## src/rtl/aphp_pkg.sv

```systemverilog
// Package for the host-side controller of the asynchronous parallel port.
// Assumes a 100 MHz system clock; the device port itself has no clock.
package aphp_pkg;

  // ----------------------------------------------------------------
  // Widths
  // ----------------------------------------------------------------
  localparam int ADDR_W = 13;
  localparam int DATA_W = 8;

  // ----------------------------------------------------------------
  // Timing, in ns and in cycles of the 10 ns clock
  // ----------------------------------------------------------------
  localparam int CLK_PERIOD_NS = 10;
  localparam int SETUP_NS = 20;
  localparam int STROBE_NS = 60;
  localparam int HOLD_NS = 20;
  localparam int SETUP_CYC = (SETUP_NS + CLK_PERIOD_NS - 1) / CLK_PERIOD_NS;
  localparam int STROBE_CYC = (STROBE_NS + CLK_PERIOD_NS - 1) / CLK_PERIOD_NS;
  localparam int HOLD_CYC = (HOLD_NS + CLK_PERIOD_NS - 1) / CLK_PERIOD_NS;
  localparam logic [3:0] CNT_ZERO = 4'h0;

  // ----------------------------------------------------------------
  // Values after reset
  // ----------------------------------------------------------------
  localparam logic [ADDR_W-1:0] ADDR_RESET = 13'h0000;
  localparam logic [DATA_W-1:0] DATA_RESET = 8'h00;

  // ----------------------------------------------------------------
  // Types
  // ----------------------------------------------------------------
  typedef enum logic [1:0] {
    ST_IDLE = 2'b00,
    ST_SETUP = 2'b01,
    ST_STROBE = 2'b10,
    ST_HOLD = 2'b11
  } aphp_state_t;

  typedef struct packed {
    logic write;
    logic [ADDR_W-1:0] addr;
    logic [DATA_W-1:0] wdata;
  } aphp_req_t;

endpackage

```

## src/rtl/aphp_host.sv

```systemverilog
// Host controller that drives the device's asynchronous parallel port.
// Assumes the device answers within the fixed strobe time and that the
// bus style level is steady while the port is in use.
// Notes on behaviour
// RL1 - Thirteen-bit address selects one register
// RL2 - Eight-bit bidirectional data bus, bit 7 top
// RL3 - Strobes count only with chip select low
// RL4 - Device drives data during qualified read
// RL5 - Write data stands around strobe rising edge
// RL6 - Interrupt pin low on unmasked event
// RL7 - Interrupt released after all sources serviced
// RL8 - Sources masked at several device levels
// RL9 - Style select high: data strobe plus direction
// RL10 - Strobe pins change meaning with style
// RL11 - Direction high reads, low writes
// RL12 - Data bus floats except during reads
// RL13 - Device reset restores register defaults
`timescale 1ns/1ps
`default_nettype none

module aphp_host
  import aphp_pkg::*;
(
  // Clock and reset
  input wire logic clk,
  input wire logic reset_n,
  // User request side
  input wire logic req_valid,
  input wire aphp_pkg::aphp_req_t req,
  output logic req_ready,
  output logic rsp_valid,
  output logic [aphp_pkg::DATA_W-1:0] rsp_rdata,
  output logic irq_pending,
  // Style and reset control
  input wire logic style_data_strobe,
  input wire logic device_reset_req,
  // Device pins
  output logic [aphp_pkg::ADDR_W-1:0] addr_out,
  input wire logic [aphp_pkg::DATA_W-1:0] data_in,
  output logic [aphp_pkg::DATA_W-1:0] data_out,
  output logic data_oe,
  output logic chip_select_n,
  output logic read_or_data_strobe_n,
  output logic write_strobe_or_direction,
  output logic bus_style_select,
  output logic device_reset_n,
  input wire logic irq_out_n
);
  import aphp_pkg::*;

  // ----------------------------------------------------------------
  // Pin input synchronisers
  // ----------------------------------------------------------------
  logic [2:0] irq_sync_reg;
  logic [DATA_W-1:0] data_s1_reg, data_s2_reg, data_s3_reg;

  always_ff @(posedge clk or negedge reset_n) begin
    if (!reset_n) begin
      irq_sync_reg <= 3'h7;
      data_s1_reg <= DATA_RESET;
      data_s2_reg <= DATA_RESET;
      data_s3_reg <= DATA_RESET;
    end else begin
      irq_sync_reg <= {irq_sync_reg[1:0], irq_out_n};
      data_s1_reg <= data_in;
      data_s2_reg <= data_s1_reg;
      data_s3_reg <= data_s2_reg;
    end
  end

  // Interrupt level changes only when stages two and three agree
  always_ff @(posedge clk or negedge reset_n) begin
    if (!reset_n) begin
      irq_pending <= 1'b0;
    end else if (irq_sync_reg[1] == irq_sync_reg[2]) begin
      irq_pending <= ~irq_sync_reg[2]; // [RL6] [RL7]
    end
  end

  // ----------------------------------------------------------------
  // Access sequencer
  // ----------------------------------------------------------------
  aphp_state_t state_reg, state_next;
  logic [3:0] cnt_reg;
  logic write_reg;
  logic style_reg;

  function automatic logic [3:0] cyc(input int n);
    cyc = 4'(n - 1);
  endfunction

  always_comb begin
    state_next = state_reg;
    case (state_reg)
      ST_IDLE: if (req_valid && req_ready) state_next = ST_SETUP;
      ST_SETUP: if (cnt_reg == CNT_ZERO) state_next = ST_STROBE;
      ST_STROBE: if (cnt_reg == CNT_ZERO) state_next = ST_HOLD;
      ST_HOLD: if (cnt_reg == CNT_ZERO) state_next = ST_IDLE;
      default: state_next = ST_IDLE;
    endcase
  end

  always_ff @(posedge clk or negedge reset_n) begin
    if (!reset_n) begin
      state_reg <= ST_IDLE;
      cnt_reg <= CNT_ZERO;
    end else begin
      state_reg <= state_next;
      if (state_reg != state_next) begin
        case (state_next)
          ST_SETUP: cnt_reg <= cyc(SETUP_CYC);
          ST_STROBE: cnt_reg <= cyc(STROBE_CYC);
          ST_HOLD: cnt_reg <= cyc(HOLD_CYC);
          default: cnt_reg <= CNT_ZERO;
        endcase
      end else if (cnt_reg != CNT_ZERO) begin
        cnt_reg <= cnt_reg - 4'h1;
      end
    end
  end

  // Style latched per access so pins never change meaning mid-cycle
  always_ff @(posedge clk or negedge reset_n) begin
    if (!reset_n) begin
      write_reg <= 1'b0;
      style_reg <= 1'b0;
      bus_style_select <= 1'b0;
      addr_out <= ADDR_RESET;
      data_out <= DATA_RESET;
    end else if (state_reg == ST_IDLE && req_valid && req_ready) begin
      write_reg <= req.write;
      style_reg <= style_data_strobe;
      bus_style_select <= style_data_strobe; // [RL9]
      addr_out <= req.addr; // [RL1]
      data_out <= req.wdata; // [RL2]
    end
  end

  // ----------------------------------------------------------------
  // Pin drive
  // ----------------------------------------------------------------
  logic active_next, strobe_next;
  logic take, write_now, style_now;
  assign active_next = (state_next != ST_IDLE);
  assign strobe_next = (state_next == ST_STROBE);
  assign take = (state_reg == ST_IDLE) && req_valid && req_ready;
  // At the take edge the new access sets the pins, so direction never shows the last access
  assign write_now = take ? req.write : write_reg;
  assign style_now = take ? style_data_strobe : style_reg;

  always_ff @(posedge clk or negedge reset_n) begin
    if (!reset_n) begin
      chip_select_n <= 1'b1;
      read_or_data_strobe_n <= 1'b1;
      write_strobe_or_direction <= 1'b1;
      data_oe <= 1'b0;
    end else begin
      chip_select_n <= ~active_next; // [RL3]
      // Write data driven from the second setup cycle through strobe and hold only [RL5] [RL12]
      data_oe <= active_next && write_reg && (state_reg != ST_IDLE);
      if (style_now) begin
        read_or_data_strobe_n <= ~strobe_next; // [RL10] [RL11]
        write_strobe_or_direction <= active_next ? ~write_now : 1'b1;
      end else begin
        read_or_data_strobe_n <= ~(strobe_next && !write_now); // [RL10] [RL4]
        write_strobe_or_direction <= ~(strobe_next && write_now);
      end
    end
  end

  // ----------------------------------------------------------------
  // Handshake and read data
  // ----------------------------------------------------------------
  always_ff @(posedge clk or negedge reset_n) begin
    if (!reset_n) begin
      req_ready <= 1'b1;
      rsp_valid <= 1'b0;
      rsp_rdata <= DATA_RESET;
    end else begin
      req_ready <= (state_next == ST_IDLE) && !(state_reg == ST_IDLE && req_valid && req_ready);
      rsp_valid <= (state_reg == ST_HOLD) && (cnt_reg == CNT_ZERO);
      // Sample at strobe end; synchroniser delay stays inside the strobe
      if (state_reg == ST_STROBE && cnt_reg == CNT_ZERO && !write_reg) begin
        rsp_rdata <= data_s3_reg; // [RL4]
      end
    end
  end

  // Device reset pin follows the request, held low (asserted) during local reset
  always_ff @(posedge clk or negedge reset_n) begin
    if (!reset_n) begin
      device_reset_n <= 1'b0;
    end else begin
      device_reset_n <= ~device_reset_req; // [RL13]
    end
  end
endmodule // aphp_host

`default_nettype wire

```

## config.mk

```make
export PLATFORM = sky130hd
export DESIGN_NAME = aphp_host
export DESIGN_NICKNAME = d
export VERILOG_FILES = /design/src/rtl/aphp_pkg.sv /design/src/rtl/aphp_host.sv
export SDC_FILE = /design/constraint.sdc
export NUM_CORES = 1
export LEC_CHECK = 0
export BUFFER_PORTS_ARGS = -buffer_cell sky130_fd_sc_hd__buf_2
export CORE_MARGIN = 4
export CORE_UTILIZATION = 50
export CTS_CLUSTER_DIAMETER = 30
export DETAILED_ROUTE_END_ITERATION = 12
export PLACE_DENSITY = 0.78
export SYNTH_ARGS = -nofsm -noshare
export SYNTH_HDL_FRONTEND = slang
export SYNTH_SLANG_ARGS = --single-unit
```

## constraint.sdc

```tcl
create_clock -name clk -period 5.4 [get_ports clk]
set_clock_uncertainty 0.15 [all_clocks]
set_input_delay 0.54 -clock clk [delete_from_list [all_inputs] [get_ports clk]]
set_output_delay 0.54 -clock clk [all_outputs]
set_load 0.005 [all_outputs]
```

==> impl_metrics.tcl <==
set metrics [dict create \
    synth_compound_area_share_pct 3.87 \
    power_frac_comb_pct 27.5 \
    synthMuxAreaShare_pct 13.8 \
    worst_pin_slew_ns 0.978 \
    finalCriticalPeriod_ns 2.68 \
    slowest_stage "nor4bb_4" \
    swShare_pct 28.1 \
    ys_seq_elements 73 \
    multi_input_area_um2 646 \
    synth_simple_gate_area_share_pct 6.10 \
    syn_to_final_growth_pct 27.2 \
    finalNetCount 276 \
    synth-adder-area-share_pct 0.496 \
    crit_type "reg -> reg" \
    cp-start-kind "register" \
    first_pass_iters 4 \
    seqPwrFrac_pct 45.2 \
    drive_gt1_share_pct 54.9 \
    antenna_found_initial 0 \
    clk_pin_slew_worst_paths_ns 0.08 \
    drc_errors 0 \
    hold_buffers 0 \
    fill_cells 378 \
    coreArea_um2 4820 \
    fmax_mhz 372 \
    grtUsageTotal_pct 16.0 \
    slowest_delay_ns 0.91 \
    overflow 0 \
    syn_avg_cell_area_um2 15.9 \
    ios 74 \
    setup_viol 0 \
    grt_start_max_net_pins 74 \
    n_antenna_cell 0 \
    vdd_drop_max_v 0.000281 \
    cts_tree "built" \
    drtIter0Drc 63 \
    p_leak_uw 0.00155 \
    p_int_uw 1320 \
    finalHoldViolCount 0 \
    wire_per_inst_um 14.4 \
    seqCellArea_um2 1840 \
    die_area_um2 6240 \
    crit_chain "nor4bb_4 > buf_4 > mux2_2 > a21o_1 > o211ai_1" \
    worst-path-buf-inv 1 \
    syn_area_um2 2520 \
    critical-path-top-delay-family "simple AND/OR/NAND/NOR gates" \
    vias_per_cell 4.72 \
    io_buffers 73 \
    synth_top_family_by_area "multiplexers" \
    synth_xor_area_share_pct 0.695 \
    die_y_um 79.0 \
    routabilityCongestion 0.843 \
    synthesis.nets 196 \
    vias 1468 \
    cp_max_fo 19 \
    top_register "addr_out" \
    cts.htree.levels 3 \
    root_buffer "clkbuf_8" \
    yosysUniqueCellTypes 28 \
    cts_buffer_depth 2 \
    status "completed" \
    die_w_um 79.0 \
    rsz0062_at_grt "no" \
    pwr-share-clk_pct 27.3 \
    numCtsBuffers 9 \
    hold_path.class "in -> reg" \
    drv_cap 0 \
    fin_tns_setup_ns 0 \
    cp.required_ns 5.49 \
    initial_core_util_pct 52.3 \
    num_rows 25 \
    largest_reg_flops 13 \
    cts_setup_buffers 0 \
    ys_seq_area_share_pct 72.8 \
    yosys_warnings 0 \
    clk_latency_ns 0.33 \
    dpl.hpwl_um 3090 \
    cp.arrival_ns 2.78 \
    grt_pass1_vias 1618 \
    drtAntennaViolNets 0 \
    grt_pass1_wl_um 7480 \
    cts_resized 0 \
    drv_slew 0 \
    timing.hold.ws_ns 0.152 \
    routed_wl_um 4480 \
    synthCells 159 \
    cts.sinks 73 \
    powerDensity_nw_per_um2 572 \
    post-route-period-util_pct 49.7 \
    relSlewSlack_pct 34.7 \
    p_switching_uw 516 \
    endpoint_kind "register" \
]
-- worst reg2reg max path: cells and delay by family, from the launching register on --
kind	cells	cell delay, ns
AND/OR/NAND/NOR	1	0.91
flip-flops	1	0.49
multiplexers	1	0.41
buffers and inverters	1	0.39
AO/OA/AOI/OAI	2	0.26
-- cells by family after synthesis --
| kind of cell | Yosys count |
|---|---|
| muxes | 31 |
| DFF | 73 |
| AOI/OAI and AO/OA | 15 |
| adders and majority gates | 1 |
| and+or+nand+nor | 26 |
| xor gates and xnor gates | 2 |
| buffers and inverters | 11 |
-- synth_stat cells --
cell type	count	area, um^2
o31ai_1	1	7.51
or3b_2	1	8.76
or3b_1	1	8.76
a21o_1	3	22.5
mux2_2	31	349
o22ai_1	3	18.8
o21ai_0	1	5.00
dfrtp_1	66	1650
nor3b_2	1	12.5
buf_2	5	25.0
a31oi_1	1	6.26
o211ai_1	1	7.51
nand2b_1	3	18.8
inv_1	5	18.8
nor3b_1	1	7.51
nand2_1	7	26.3
ha_1	1	12.5
nor2_1	5	18.8
dfstp_2	7	184
buf_6	1	11.3
or2_2	1	6.26
nand3_1	1	5.00
nor3_1	3	15.0
nor3_4	1	16.3
nor4bb_1	1	10.0
a211o_2	1	10.0
a21oi_1	4	20.0
xnor2_1	2	17.5
-- stage by stage --
step / util, % / cells / instance area [um^2] / worst slack (ns) / total power, uW
after floorplan: - / 159 / 2520 / 3.37 / 1130
after global placement: 61.5 / 295 / 2960 / 2.72 / 1330
after detailed placement: 61.5 / 295 / 2960 / 2.68 / 1350
after CTS: 66.6 / 311 / 3210 / 2.68 / 1860
after global routing: 66.6 / 311 / 3210 / 2.51 / 1960
final: 66.6 / 311 / 3210 / 2.72 / 1830
-- cell type report --
cell class                      instances  share of cell area (%)
Timing Repair Buffer                   75                    11.9
Multi-Input combinational cell         75                    20.1
Clock inverter                          6                    3.59
Clock buffer                           10                    3.98
Inverter                                5                   0.585
Tap cell                               67                    2.61
Sequential cell                        73                    57.2
-- per-layer routing --
| layer | vias up | routed length [um] | global-route usage [%] |
|---|---|---|---|
| met4 | 0 | 48 | 9.28 |
| li1 | 700 | - | - |
| met5 | - | 0 | 0 |
| met2 | 53 | 2160 | 24.4 |
| met3 | 4 | 360 | 5.90 |
| met1 | 711 | 1910 | 19.6 |
-- worst paths after layout --
check / to / slack, ns / cells after the start / start
setup reg to reg: write_strobe_or_direction / 2.72 / 5 / state_reg[1]
min in group asynchronous: data_s3_reg[2] / 0.28 / 2 / reset_n
hold reg to reg: data_s3_reg[2] / 0.20 / 0 / data_s2_reg[2]
hold / removal: irq_sync_reg[0] / 0.15 / 1 / irq_out_n
max in group asynchronous: rsp_rdata[5] / 4.29 / 2 / reset_n
setup / recovery: write_strobe_or_direction / 2.72 / 5 / state_reg[1]
-- power by group through the flow --
| stage | combinational, uW | clock (uW) | sequential (uW) |
|---|---|---|---|
| floorplan | 300 | 0 | 831 |
| global placement | 493 | 0 | 835 |
| detailed placement | 513 | 0 | 838 |
| CTS | 514 | 516 | 832 |
| global route | 563 | 541 | 855 |
| finish | 504 | 502 | 829 |
-- cells in the final DEF (no fill, tap or decap), drive strengths merged --
master     n
clkinvlp   1
nand2b     3
dfrtp     66
or3b       2
inv        6
xnor2      2
a211o      1
nand3      1
a31oi      1
o31ai      1
bufinv     3
o211ai     1
clkinv     1
nor3b      2
dfstp      7
buf       75
nor3       4
nor2       5
o21ai      1
a21o       3
nand2      7
ha         1
or2        1
a21oi      4
o22ai      3
clkbuf    10
mux2      31
nor4bb     1
Note: power is estimated with default switching activity, not from simulation.
